**src/pie_pkg.sv**
```systemverilog
// Package for the peripheral interrupt enable bank: map, fields, types
package pie_pkg;

   // ==========================================================
   // Bus and register map
   localparam int          PIE_ADDR_W     = 8;
   localparam logic [7:0]  PIE_OFF_CTRL   = 8'h00;
   localparam logic [7:0]  PIE_OFF_EN2    = 8'h04;
   localparam logic [7:0]  PIE_OFF_EN3    = 8'h08;
   localparam logic [7:0]  PIE_OFF_EN4    = 8'h0c;
   localparam logic [7:0]  PIE_OFF_FLAG2  = 8'h10;
   localparam logic [7:0]  PIE_OFF_FLAG3  = 8'h14;
   localparam logic [7:0]  PIE_OFF_FLAG4  = 8'h18;
   localparam logic [7:0]  PIE_OFF_STAT   = 8'h1c;

   // ==========================================================
   // Field positions and reset values
   localparam int          PIE_GLOBAL_BIT = 7;
   localparam int          PIE_GATE_BIT   = 6;
   localparam int          PIE_STAT_REQ   = 0;
   localparam logic [7:0]  PIE_EN_RST     = 8'h00;
   localparam logic [7:0]  PIE_FLAG_RST   = 8'h00;
   localparam logic [1:0]  PIE_CTRL_RST   = 2'h0;
   localparam logic [1:0]  PIE_RESP_OKAY  = 2'h0;
   localparam logic [1:0]  PIE_RESP_SLV   = 2'h2;

   // ==========================================================
   // Types
   typedef struct packed {
      logic timer6_match_irq_en;
      logic comparator2_irq_en;
      logic comparator1_irq_en;
      logic nonvolatile_done_irq_en;
      logic serial_port2_irq_en;
      logic serial_port2_collision_irq_en;
      logic timer4_match_irq_en;
      logic num_ctrl_osc_rollover_irq_en;
   } pie_en2_t;

   typedef struct packed {
      logic oscillator_fail_irq_en;
      logic clock_switch_done_irq_en;
      logic timer3_gate_irq_en;
      logic timer3_overflow_irq_en;
      logic logic_cell4_irq_en;
      logic logic_cell3_irq_en;
      logic logic_cell2_irq_en;
      logic logic_cell1_irq_en;
   } pie_en3_t;

   typedef struct packed {
      logic waveform_gen2_irq_en;
      logic waveform_gen1_irq_en;
      logic timer5_gate_irq_en;
      logic timer5_overflow_irq_en;
      logic capture_unit4_irq_en;
      logic capture_unit3_irq_en;
      logic capture_unit2_irq_en;
      logic capture_unit1_irq_en;
   } pie_en4_t;

   // Source events, one byte per group, same bit order as the enables
   typedef struct packed {
      logic [7:0] grp2;
      logic [7:0] grp3;
      logic [7:0] grp4;
   } pie_events_t;

   typedef enum logic [3:0] {
      SEL_CTRL  = 4'b0000,
      SEL_EN2   = 4'b0001,
      SEL_EN3   = 4'b0010,
      SEL_EN4   = 4'b0011,
      SEL_FLAG2 = 4'b0100,
      SEL_FLAG3 = 4'b0101,
      SEL_FLAG4 = 4'b0110,
      SEL_STAT  = 4'b0111,
      SEL_NONE  = 4'b1000
   } pie_sel_t;

endpackage : pie_pkg

```
**src/pie_flag_group.sv**
```systemverilog
// Sticky request flags of one source group, software writable
module pie_flag_group
   import pie_pkg::*;
#(
   parameter int WIDTH = 8
)
(
   // Clock and reset
   input  wire logic             aclk,
   input  wire logic             aresetn,
   // Source events
   input  wire logic [WIDTH-1:0] event_in,
   // Software write
   input  wire logic             wr_en,
   input  wire logic [WIDTH-1:0] wr_data,
   // Flag state
   output logic      [WIDTH-1:0] flags
);

   // ==========================================================
   // Flag storage
   logic [WIDTH-1:0] flags_reg;
   logic [WIDTH-1:0] flags_next;

   // Set wins over a clearing write in the same cycle
   always_comb
   begin
      flags_next = wr_en ? wr_data : flags_reg;
      flags_next = flags_next | event_in;
   end

   always_ff @(posedge aclk)
   begin
      if (!aresetn)
         flags_reg <= WIDTH'(PIE_FLAG_RST);
      else
         flags_reg <= flags_next;
   end

   assign flags = flags_reg;

endmodule : pie_flag_group

```
**src/pie_enable_bank.sv**
```systemverilog
// Peripheral interrupt enable bank with AXI4-Lite register access
//
// Behaviour
// RULE1 - Enable2 bit 7 gates timer 6 match
// RULE2 - Enable2 bit 6 gates comparator 2
// RULE3 - Enable2 bit 5 gates comparator 1
// RULE4 - Enable2 bit 4 gates nonvolatile task done
// RULE5 - Enable2 bit 3 gates serial port 2
// RULE6 - Enable2 bit 2 gates serial port 2 collision
// RULE7 - Enable2 bit 1 gates timer 4 match
// RULE8 - Enable2 bit 0 gates oscillator rollover
// RULE9 - Enable3 bit 7 gates oscillator failure
// RULE10 - Enable3 bit 6 gates clock switch done
// RULE11 - Enable3 bit 5 gates timer 3 gate
// RULE12 - Enable3 bit 4 gates timer 3 overflow
// RULE13 - Enable3 bits 3..0 gate logic cells 4..1
// RULE14 - Enable4 bits 7,6 gate waveform generators 2,1
// RULE15 - Enable4 bit 5 gates timer 5 gate
// RULE16 - Enable4 bit 4 gates timer 5 overflow
// RULE17 - Enable4 bits 3..0 gate capture units 4..1
// RULE18 - All enable bits read/write, reset to zero
// RULE19 - Flags set regardless of any enable
// RULE20 - Peripheral gate blocks all peripheral requests
// RULE21 - Global enable blocks all interrupts
// RULE22 - Request is OR of flag-and-enable, gated
//
// Local design decisions: the placing of the registers and the AXI4-Lite slave port.
module pie_enable_bank
   import pie_pkg::*;
#(
   parameter int ADDR_W = PIE_ADDR_W
)
(
   // Clock and reset
   input  wire logic              aclk,
   input  wire logic              aresetn,
   // AXI4-Lite write address
   input  wire logic [ADDR_W-1:0] s_axi_awaddr,
   input  wire logic              s_axi_awvalid,
   output logic                   s_axi_awready,
   // AXI4-Lite write data
   input  wire logic [31:0]       s_axi_wdata,
   input  wire logic [3:0]        s_axi_wstrb,
   input  wire logic              s_axi_wvalid,
   output logic                   s_axi_wready,
   // AXI4-Lite write response
   output logic [1:0]             s_axi_bresp,
   output logic                   s_axi_bvalid,
   input  wire logic              s_axi_bready,
   // AXI4-Lite read address
   input  wire logic [ADDR_W-1:0] s_axi_araddr,
   input  wire logic              s_axi_arvalid,
   output logic                   s_axi_arready,
   // AXI4-Lite read data
   output logic [31:0]            s_axi_rdata,
   output logic [1:0]             s_axi_rresp,
   output logic                   s_axi_rvalid,
   input  wire logic              s_axi_rready,
   // Peripheral source events
   input  wire pie_events_t       src_events,
   // Request to the core
   output logic                   periph_irq_req
);

   // ==========================================================
   // Address decode
   function automatic pie_sel_t decode_addr(input logic [ADDR_W-1:0] addr);
      logic [7:0] a;
      a = 8'(addr);
      if (a == PIE_OFF_CTRL)
         decode_addr = SEL_CTRL;
      else if (a == PIE_OFF_EN2)
         decode_addr = SEL_EN2;
      else if (a == PIE_OFF_EN3)
         decode_addr = SEL_EN3;
      else if (a == PIE_OFF_EN4)
         decode_addr = SEL_EN4;
      else if (a == PIE_OFF_FLAG2)
         decode_addr = SEL_FLAG2;
      else if (a == PIE_OFF_FLAG3)
         decode_addr = SEL_FLAG3;
      else if (a == PIE_OFF_FLAG4)
         decode_addr = SEL_FLAG4;
      else if (a == PIE_OFF_STAT)
         decode_addr = SEL_STAT;
      else
         decode_addr = SEL_NONE;
   endfunction : decode_addr

   // ==========================================================
   // Write channel capture
   logic              aw_full_reg;
   logic [ADDR_W-1:0] awaddr_reg;
   logic              w_full_reg;
   logic [7:0]        wdata_reg;
   logic              wstrb0_reg;
   logic              bvalid_reg;
   logic [1:0]        bresp_reg;
   logic              wr_go;
   pie_sel_t          wr_sel;
   logic              wr_byte;

   // No new address or data while a response is still owed
   assign s_axi_awready = !aw_full_reg && !bvalid_reg;
   assign s_axi_wready  = !w_full_reg && !bvalid_reg;
   assign wr_go         = aw_full_reg && w_full_reg && !bvalid_reg;
   assign wr_sel        = decode_addr(awaddr_reg);
   assign wr_byte       = wr_go && wstrb0_reg;

   always_ff @(posedge aclk)
   begin
      if (!aresetn)
      begin
         aw_full_reg <= 1'b0;
         awaddr_reg  <= '0;
      end
      else if (s_axi_awvalid && s_axi_awready)
      begin
         aw_full_reg <= 1'b1;
         awaddr_reg  <= s_axi_awaddr;
      end
      else if (wr_go)
         aw_full_reg <= 1'b0;
   end

   always_ff @(posedge aclk)
   begin
      if (!aresetn)
      begin
         w_full_reg <= 1'b0;
         wdata_reg  <= 8'h00;
         wstrb0_reg <= 1'b0;
      end
      else if (s_axi_wvalid && s_axi_wready)
      begin
         w_full_reg <= 1'b1;
         wdata_reg  <= s_axi_wdata[7:0];
         wstrb0_reg <= s_axi_wstrb[0];
      end
      else if (wr_go)
         w_full_reg <= 1'b0;
   end

   always_ff @(posedge aclk)
   begin
      if (!aresetn)
      begin
         bvalid_reg <= 1'b0;
         bresp_reg  <= PIE_RESP_OKAY;
      end
      else if (wr_go)
      begin
         bvalid_reg <= 1'b1;
         bresp_reg  <= (wr_sel == SEL_NONE) ? PIE_RESP_SLV : PIE_RESP_OKAY;
      end
      else if (s_axi_bready)
         bvalid_reg <= 1'b0;
   end

   assign s_axi_bvalid = bvalid_reg;
   assign s_axi_bresp  = bresp_reg;

   // ==========================================================
   // Control and enable registers
   logic     global_en_reg;
   logic     periph_gate_reg;
   pie_en2_t en2_reg;
   pie_en3_t en3_reg;
   pie_en4_t en4_reg;

   always_ff @(posedge aclk)
   begin
      if (!aresetn)
      begin
         global_en_reg   <= PIE_CTRL_RST[1];
         periph_gate_reg <= PIE_CTRL_RST[0];
      end
      else if (wr_byte && wr_sel == SEL_CTRL)
      begin
         global_en_reg   <= wdata_reg[PIE_GLOBAL_BIT];
         periph_gate_reg <= wdata_reg[PIE_GATE_BIT];
      end
   end

   // Every reset flavour lands on the same synchronous clear
   always_ff @(posedge aclk)
   begin
      if (!aresetn)
      begin
         en2_reg <= pie_en2_t'(PIE_EN_RST); // RULE18
         en3_reg <= pie_en3_t'(PIE_EN_RST); // RULE18
         en4_reg <= pie_en4_t'(PIE_EN_RST); // RULE18
      end
      else if (wr_byte)
      begin
         if (wr_sel == SEL_EN2)
            en2_reg <= pie_en2_t'(wdata_reg); // RULE18
         else if (wr_sel == SEL_EN3)
            en3_reg <= pie_en3_t'(wdata_reg); // RULE18
         else if (wr_sel == SEL_EN4)
            en4_reg <= pie_en4_t'(wdata_reg); // RULE18
      end
   end

   // ==========================================================
   // Request flags
   logic [7:0] ev_grp [3];
   logic [7:0] fl_grp [3];
   logic [2:0] fl_wr;

   assign ev_grp[0] = src_events.grp2;
   assign ev_grp[1] = src_events.grp3;
   assign ev_grp[2] = src_events.grp4;
   assign fl_wr[0]  = wr_byte && wr_sel == SEL_FLAG2;
   assign fl_wr[1]  = wr_byte && wr_sel == SEL_FLAG3;
   assign fl_wr[2]  = wr_byte && wr_sel == SEL_FLAG4;

   // Flags see the raw event, never the enables
   for (genvar g = 0; g < 3; g++)
   begin : g_flags
      pie_flag_group #(
         .WIDTH    (8)
      ) u_flags (
         .aclk     (aclk),
         .aresetn  (aresetn),
         .event_in (ev_grp[g]), // RULE19
         .wr_en    (fl_wr[g]),
         .wr_data  (wdata_reg),
         .flags    (fl_grp[g])
      );
   end

   // ==========================================================
   // Per-source masking
   logic [7:0] pend2;
   logic [7:0] pend3;
   logic [7:0] pend4;

   assign pend2[7] = fl_grp[0][7] & en2_reg.timer6_match_irq_en; // RULE1
   assign pend2[6] = fl_grp[0][6] & en2_reg.comparator2_irq_en; // RULE2
   assign pend2[5] = fl_grp[0][5] & en2_reg.comparator1_irq_en; // RULE3
   assign pend2[4] = fl_grp[0][4] & en2_reg.nonvolatile_done_irq_en; // RULE4
   assign pend2[3] = fl_grp[0][3] & en2_reg.serial_port2_irq_en; // RULE5
   assign pend2[2] = fl_grp[0][2] & en2_reg.serial_port2_collision_irq_en; // RULE6
   assign pend2[1] = fl_grp[0][1] & en2_reg.timer4_match_irq_en; // RULE7
   assign pend2[0] = fl_grp[0][0] & en2_reg.num_ctrl_osc_rollover_irq_en; // RULE8

   assign pend3[7] = fl_grp[1][7] & en3_reg.oscillator_fail_irq_en; // RULE9
   assign pend3[6] = fl_grp[1][6] & en3_reg.clock_switch_done_irq_en; // RULE10
   assign pend3[5] = fl_grp[1][5] & en3_reg.timer3_gate_irq_en; // RULE11
   assign pend3[4] = fl_grp[1][4] & en3_reg.timer3_overflow_irq_en; // RULE12
   assign pend3[3] = fl_grp[1][3] & en3_reg.logic_cell4_irq_en; // RULE13
   assign pend3[2] = fl_grp[1][2] & en3_reg.logic_cell3_irq_en; // RULE13
   assign pend3[1] = fl_grp[1][1] & en3_reg.logic_cell2_irq_en; // RULE13
   assign pend3[0] = fl_grp[1][0] & en3_reg.logic_cell1_irq_en; // RULE13

   assign pend4[7] = fl_grp[2][7] & en4_reg.waveform_gen2_irq_en; // RULE14
   assign pend4[6] = fl_grp[2][6] & en4_reg.waveform_gen1_irq_en; // RULE14
   assign pend4[5] = fl_grp[2][5] & en4_reg.timer5_gate_irq_en; // RULE15
   assign pend4[4] = fl_grp[2][4] & en4_reg.timer5_overflow_irq_en; // RULE16
   assign pend4[3] = fl_grp[2][3] & en4_reg.capture_unit4_irq_en; // RULE17
   assign pend4[2] = fl_grp[2][2] & en4_reg.capture_unit3_irq_en; // RULE17
   assign pend4[1] = fl_grp[2][1] & en4_reg.capture_unit2_irq_en; // RULE17
   assign pend4[0] = fl_grp[2][0] & en4_reg.capture_unit1_irq_en; // RULE17

   // ==========================================================
   // Request to the core
   logic any_pend;
   logic irq_next;
   logic irq_reg;

   assign any_pend = |{pend2, pend3, pend4}; // RULE22
   // Registered so the core sees a glitch-free level, one cycle late
   assign irq_next = any_pend && periph_gate_reg && global_en_reg; // RULE20 RULE21

   always_ff @(posedge aclk)
   begin
      if (!aresetn)
         irq_reg <= 1'b0;
      else
         irq_reg <= irq_next;
   end

   assign periph_irq_req = irq_reg;

   // ==========================================================
   // Read channel
   logic       rvalid_reg;
   logic [7:0] rdata_reg;
   logic [1:0] rresp_reg;
   logic [7:0] rd_byte;
   pie_sel_t   rd_sel;

   assign s_axi_arready = !rvalid_reg;
   assign rd_sel        = decode_addr(s_axi_araddr);

   always_comb
   begin
      rd_byte = 8'h00;
      case (rd_sel)
         SEL_CTRL:
         begin
            rd_byte[PIE_GLOBAL_BIT] = global_en_reg;
            rd_byte[PIE_GATE_BIT]   = periph_gate_reg;
         end
         SEL_EN2:   rd_byte = en2_reg; // RULE18
         SEL_EN3:   rd_byte = en3_reg; // RULE18
         SEL_EN4:   rd_byte = en4_reg; // RULE18
         SEL_FLAG2: rd_byte = fl_grp[0];
         SEL_FLAG3: rd_byte = fl_grp[1];
         SEL_FLAG4: rd_byte = fl_grp[2];
         SEL_STAT:  rd_byte[PIE_STAT_REQ] = irq_reg;
         default:   rd_byte = 8'h00;
      endcase
   end

   always_ff @(posedge aclk)
   begin
      if (!aresetn)
      begin
         rvalid_reg <= 1'b0;
         rdata_reg  <= 8'h00;
         rresp_reg  <= PIE_RESP_OKAY;
      end
      else if (s_axi_arvalid && s_axi_arready)
      begin
         rvalid_reg <= 1'b1;
         rdata_reg  <= rd_byte;
         rresp_reg  <= (rd_sel == SEL_NONE) ? PIE_RESP_SLV : PIE_RESP_OKAY;
      end
      else if (s_axi_rready)
         rvalid_reg <= 1'b0;
   end

   assign s_axi_rvalid = rvalid_reg;
   assign s_axi_rdata  = {24'h000000, rdata_reg};
   assign s_axi_rresp  = rresp_reg;
endmodule : pie_enable_bank

```
**config.mk**
```make
export PLATFORM = sky130hd
export DESIGN_NAME = pie_enable_bank
export DESIGN_NICKNAME = d
export VERILOG_FILES = /design/src/pie_pkg.sv /design/src/pie_flag_group.sv /design/src/pie_enable_bank.sv
export SDC_FILE = /design/constraint.sdc
export NUM_CORES = 1
export LEC_CHECK = 0
export BUFFER_PORTS_ARGS = -buffer_cell sky130_fd_sc_hd__clkbuf_2
export CAP_MARGIN = 15
export CORE_ASPECT_RATIO = 1.5
export CORE_MARGIN = 2
export CORE_UTILIZATION = 51
export DETAILED_ROUTE_END_ITERATION = 10
export HOLD_SLACK_MARGIN = 0.06
export PLACE_DENSITY = 0.78
export SETUP_SLACK_MARGIN = 0.2
export SLEW_MARGIN = 20
export SYNTH_ARGS = -nofsm -noshare
export SYNTH_HDL_FRONTEND = slang
export SYNTH_HIERARCHICAL = 1
export SYNTH_SLANG_ARGS = --single-unit
```
**constraint.sdc**
```tcl
create_clock -name aclk -period 2.9 [get_ports aclk]
set_clock_uncertainty 0.1 [all_clocks]
set_input_delay 0 -clock aclk [delete_from_list [all_inputs] [get_ports aclk]]
set_output_delay 0 -clock aclk [all_outputs]
set_load 0.01 [all_outputs]
```
Yosys cells after proc, flatten, opt, wreduce, memory -nomap -nowiden --
Index checks and enable logic that the tools add are counted.
Operators by class: equal/unequal tests 29, mux-type cells 31, bitwise operators 29, reductions and logical operators 30
Operators with widths (number):
- $eq 8x5->1 const B | 8
- $mux 4 | 16
- $eq 8x4->1 const B | 4
- $pmux 5 s6 | 1
- $eq 4x3->1 const B | 7
- $and 1x1->1 | 24
- $mux 8 | 3
- $or 8x8->8 | 3
- $reduce_or 24->1 | 1
- $eq 4x2->1 const B | 4
- $eq 8x3->1 const B | 2
- $logic_not 8->1 | 2
- $logic_and 1x1->1 | 14
- $pmux 2 s7 | 1
- $eq 4x1->1 const B | 2
- $eq 4x4->1 const B | 2
- $logic_not 4->1 | 2
- $reduce_bool 2->1 | 4
- $mux 1 | 7
- $pmux 1 s7 | 1
- $logic_not 1->1 | 4
- $mux 2 | 2
- $reduce_and 4->1 | 1
- $reduce_and 3->1 | 1
- other kinds (2) | 3
Storage, ports and cells: register bits after elaboration 84, input port bits 83, logic and storage cells 159

Logic depth before layout (Yosys ltp) --
depth after elaboration 13, depth in mapped cells 7, gate-level depth less buffers 6

Hierarchy --
Netlist, hierarchy kept.
Modules (own cells, without submodules):
- pie_enable_bank | times used 1, cells each 344, area an instance 2960.3 µm², seq. area each 1161.1 µm²
- pie_flag_group | times used 3, cells each 26, area an instance 355.3 µm², seq. area each 160.2 µm²

Worst setup path after synthesis --
Ideal clock, no wire load.
kind reg-to-reg, from register awaddr_reg[5], to register g_flags[2].u_flags.flags_reg[0], arrival time 2.087 ns, required time 2.685 ns, slack 0.599 ns, stages on the path, launching flop included 8, path buffers 1, path through dfxtp_1 -> or4_4 -> nor3_4 -> nand3_1 -> nor3b_1 -> buf_6 -> mux2_4 -> o21a_1
On the way: word-level cells in the longest chain between the ends 13
RTL lines:
- start, declared | RTL line pie_enable_bank.sv:93 | logic [ADDR_W-1:0] awaddr_reg;
- start signal, assigned | RTL line pie_enable_bank.sv:120 | awaddr_reg <= s_axi_awaddr;
- $eq 8x5->1 | RTL line pie_enable_bank.sv:84 | else if (a == PIE_OFF_STAT)
- $mux 4 | RTL line pie_enable_bank.sv:84
- $mux 4 | RTL line pie_enable_bank.sv:82 | else if (a == PIE_OFF_FLAG4)
- $mux 4 | RTL line pie_enable_bank.sv:80 | else if (a == PIE_OFF_FLAG3)
- $mux 4 | RTL line pie_enable_bank.sv:78 | else if (a == PIE_OFF_FLAG2)
- $mux 4 | RTL line pie_enable_bank.sv:76 | else if (a == PIE_OFF_EN4)
- $mux 4 | RTL line pie_enable_bank.sv:74 | else if (a == PIE_OFF_EN3)
- $mux 4 | RTL line pie_enable_bank.sv:72 | else if (a == PIE_OFF_EN2)
- $mux 4 (*) | RTL line pie_enable_bank.sv:70 | if (a == PIE_OFF_CTRL)
- $eq 4x3->1 (*) | RTL line pie_enable_bank.sv:216 | assign fl_wr[2] = wr_byte && wr_sel == SEL_FLAG4;
- $logic_and 1x1->1 (*) | RTL line pie_enable_bank.sv:216
- net fl_wr[2] | RTL line pie_enable_bank.sv:209 | logic [2:0] fl_wr;
- $mux 8 (*) | RTL line pie_flag_group.sv:28 | flags_next = wr_en ? wr_data : flags_reg;
- $or 8x8->8 (*) | RTL line pie_flag_group.sv:29 | flags_next = flags_next | event_in;
- end signal, assigned | RTL line pie_flag_group.sv:35 | flags_reg <= WIDTH'(PIE_FLAG_RST);
- end signal, assigned | RTL line pie_flag_group.sv:37 | flags_reg <= flags_next;
- end, declared | RTL line pie_flag_group.sv:22 | logic [WIDTH-1:0] flags_reg;
The timed path passes the listed nets; every way through them passes the cells marked *. A chain may end at the register's enable or synchronous reset.

Final worst setup path --
from input s_axi_araddr[1], to register rdata_reg[6]
On the way: word-level cells in the longest chain between the ends 11
RTL lines:
- start, declared | RTL line pie_enable_bank.sv:51 | input wire logic [ADDR_W-1:0] s_axi_araddr,
- $eq 8x5->1 | RTL line pie_enable_bank.sv:84
- $mux 4 | RTL line pie_enable_bank.sv:84
- $mux 4 | RTL line pie_enable_bank.sv:82
- $mux 4 | RTL line pie_enable_bank.sv:80
- $mux 4 | RTL line pie_enable_bank.sv:78
- $mux 4 | RTL line pie_enable_bank.sv:76
- $mux 4 | RTL line pie_enable_bank.sv:74
- $mux 4 | RTL line pie_enable_bank.sv:72
- $mux 4 (*) | RTL line pie_enable_bank.sv:70
- $eq 4x3->1, or another cell as far along | RTL line pie_enable_bank.sv:300 | case (rd_sel)
- $pmux 2 s7 (*) | RTL line pie_enable_bank.sv:300
- end signal, assigned | RTL line pie_enable_bank.sv:328 | rdata_reg <= rd_byte;
- end, declared | RTL line pie_enable_bank.sv:289 | logic [7:0] rdata_reg;
Mark *: on every way between the ends. The rest lies on a longest branch, timed or not.

==> impl_metrics.csv <==
group,metric,value,unit
drt,drtIter0Drc,369,
sta,setup_tns,0,ns
logic_synthesis,yosys_warnings,6,
clock_network,cts-root-buf,"clkbuf_16",
cells_and_area,n_antenna_cell,0,
grt,met2_usage,0.534,
floorplanning,start_util,0.526,
worst_setup_path,cp-end-kind,"flop",
logic_synthesis,synth_cell_type_count,47,
worst_setup_path,crit_arrival,2.84,ns
cells_and_area,final_common_cell,"dfxtp_1",
cells_and_area,drive_gt1_frac,0.239,
grt,grt_max_degree,65,
placement,place_area,4320,sq um
clock_network,clk_pin_slew_worst_paths,0.06,ns
grt,busiest_layer,"met2",
clock_network,cts_num_sinks,82,
grt,grt_pass1_vias,3818,
power,p_total,2.71,mW
run,maxCapViolCount,0,
power,ir_drop,0.000451,V
worst_setup_path,timing_worst_setup_path_type,"input pin to flop",
sta,period_needed,2.66,ns
logic_synthesis,synth_flop_cell,"dfxtp_1",
drt,vias,3777,
floorplanning,die_height,113,um
sta,post-route-period-util,0.918,
min_path,hp-class,"input pin to flop",
floorplanning,io_pins,125,
grt,grt_pass1_wl,19.0,mm
power,p_leak,2.36,nW
sta,max_slew_margin,0.497,
clock_network,cts_tree,"yes",
sta,timing.fmax,376,MHz
worst_setup_path,cp_max_fo,2,
logic_synthesis,synth_largest_area_cell,"dfxtp_1",
grt,met1_usage,0.286,
cells_and_area,synthToLayoutAreaGrowth,31.7,%
grt,grt_usage,0.286,
placement,hpwl,7.14,mm
clock_network,htreeDepth,3,
drt,ant_nets,0,
floorplanning,rows,39,
clock_network,clk_latency,0.34,ns
logic_synthesis,synthTopCellsByArea,"dfxtp_1 (41%), mux2_4 (8.9%), nand2_1 (7.4%)",
sta,hold_violations,0,
floorplanning,dieArea,8640,sq um
logic_synthesis,yosysSeqAreaShare,0.408,
cells_and_area,layout_common_cells,"dfxtp_1 (82), nand2_1 (79), clkbuf_2 (71)",
logic_synthesis,synth-edff-count,0,
power,power_density,511,nW/um^2
sta,tightest_slew,0.750,ns
sta,setup_slack,0.238,ns
grt,antenna_found_initial,0,
clock_network,clk_path_buf_depth,2,
logic_synthesis,async_flop_share,0,
worst_setup_path,rrSetupSlack,0.42,ns
sta,rsz0062_at_grt,"true",
logic_synthesis,syn_area,4030,sq um
floorplanning,dieWidth,76.6,um
sta,maxSlewViolCount,0,
grt,met3_usage,0.0686,
drt,drt-total-wl,12.2,mm
placement,port_buffers,71,
logic_synthesis,ys_ff_latch,82,
placement,pre_cts_slack,0.413,ns
logic_synthesis,avgSynthCellArea,9.54,sq um
cells_and_area,stdcell_area,5300,sq um
drt,wl_per_cell,18.5,um
drt,drc,0,
cells_and_area,fin_nets,636,
drt,first_pass_iters,6,
logic_synthesis,syn_inst,422,
floorplanning,core_area,7660,sq um
logic_synthesis,synth_top_area_frac,0.408,
cells_and_area,fillCellCount,585,
placement,routabilityCongestion,0.919,
worst_setup_path,required,3.08,ns
grt,overflow,0,
worst_setup_path,startpoint_type,"input pin",
cells_and_area,final_util,0.692,
drt,via_per_inst,5.73,
clock_network,cts_buffers,9,
sta,setup_viol,0,
status,status,"finished, final reports clean",
cells_and_area,largest_reg_flops,24,
-- layer usage --
layer  wire, um  part of all wire
met5          0                 0
met4        603             0.049
met3        697             0.057
met2       6460              0.53
met1       4450              0.36
-- timing repair --
| action | 4_1_cts | 5_1_grt |
|---|---|---|
| endpoints found under the hold margin | 51 | 0 |
| hold buffers | 67 | 0 |
| buffers inserted | 0 | 2 |
| setup endpoints to repair | 0 | 4 |
| gates resized for setup | 0 | 1 |
-- cell families (layout without fill, tap and decap cells) --
logic type / Yosys count / after routing / synth area share
AO/OA/AOI/OAI: 96 / 96 / 0.166
multiplexers: 61 / 61 / 0.184
buffers and inverters: 58 / 168 / 0.0892
flip-flops: 82 / 82 / 0.408
other: 1 / 26 / 0.000931
AND/OR/NAND/NOR: 124 / 124 / 0.152
-- cell type report --
| class | count | area (sq um) | area share |
|---|---|---|---|
| inverter | 6 | 22.5 | 0.00425 |
| timing repair buffer | 147 | 1090 | 0.206 |
| tap | 102 | 128 | 0.0241 |
| clock buffer | 9 | 225 | 0.0425 |
| multi-input combinational | 307 | 2130 | 0.401 |
| sequential | 82 | 1640 | 0.310 |
| clock inverter | 6 | 67.6 | 0.0127 |
-- per-stage QoR --
stage / std cells / hold WS, ns
detailed placement: 575 / 0.114
global route: 659 / 0.157
floorplan: 447 / 0.0238
finish: 659 / 0.115
CTS: 657 / 0.101
global placement: 575 / 0.110
-- power by group --
group / switching, mW / total [mW] / internal, mW
clock network: 0.469 / 1.13 / 0.665
logic: 0.168 / 0.349 / 0.182
registers: 0.0565 / 1.23 / 1.17
-- Yosys cell counts (all sizes together), types with 2 or more instances --
master,instances
buf,39
mux2i,28
o21a,24
nor3,6
nor2,5
nand3b,4
a311oi,2
a221o,4
nand3,4
o21ai,7
nand2b,3
a221oi,5
mux2,33
nand4b,2
nor2b,3
nor3b,3
inv,5
a21oi,27
nand2,79
dfxtp,82
or4,2
a32o,2
o211ai,2
nand4,7
a32oi,3
clkbuf,13
a22oi,15
and2,3
-- critical path: stages --
cell and delay [ns]:
dlygate4sd3_1 0.53, clkbuf_2 0.11, nor2_1 0.11, dlygate4sd3_1 0.61, nand4_1 0.11, dlygate4sd3_1 0.58
a32oi_1 0.21, dlygate4sd3_1 0.57
-- path summary, 6_finish.rpt --
path / cells past startpoint / from / to
max: 8 / s_axi_araddr[1] / rdata_reg[6]
min reg2reg: 2 / rdata_reg[2] / rdata_reg[2]
max reg2reg: 7 / awaddr_reg[5] / g_flags[2].u_flags/flags[0]
min: 5 / s_axi_araddr[6] / rdata_reg[5]
Note: power is estimated with default switching activity, not from simulation.
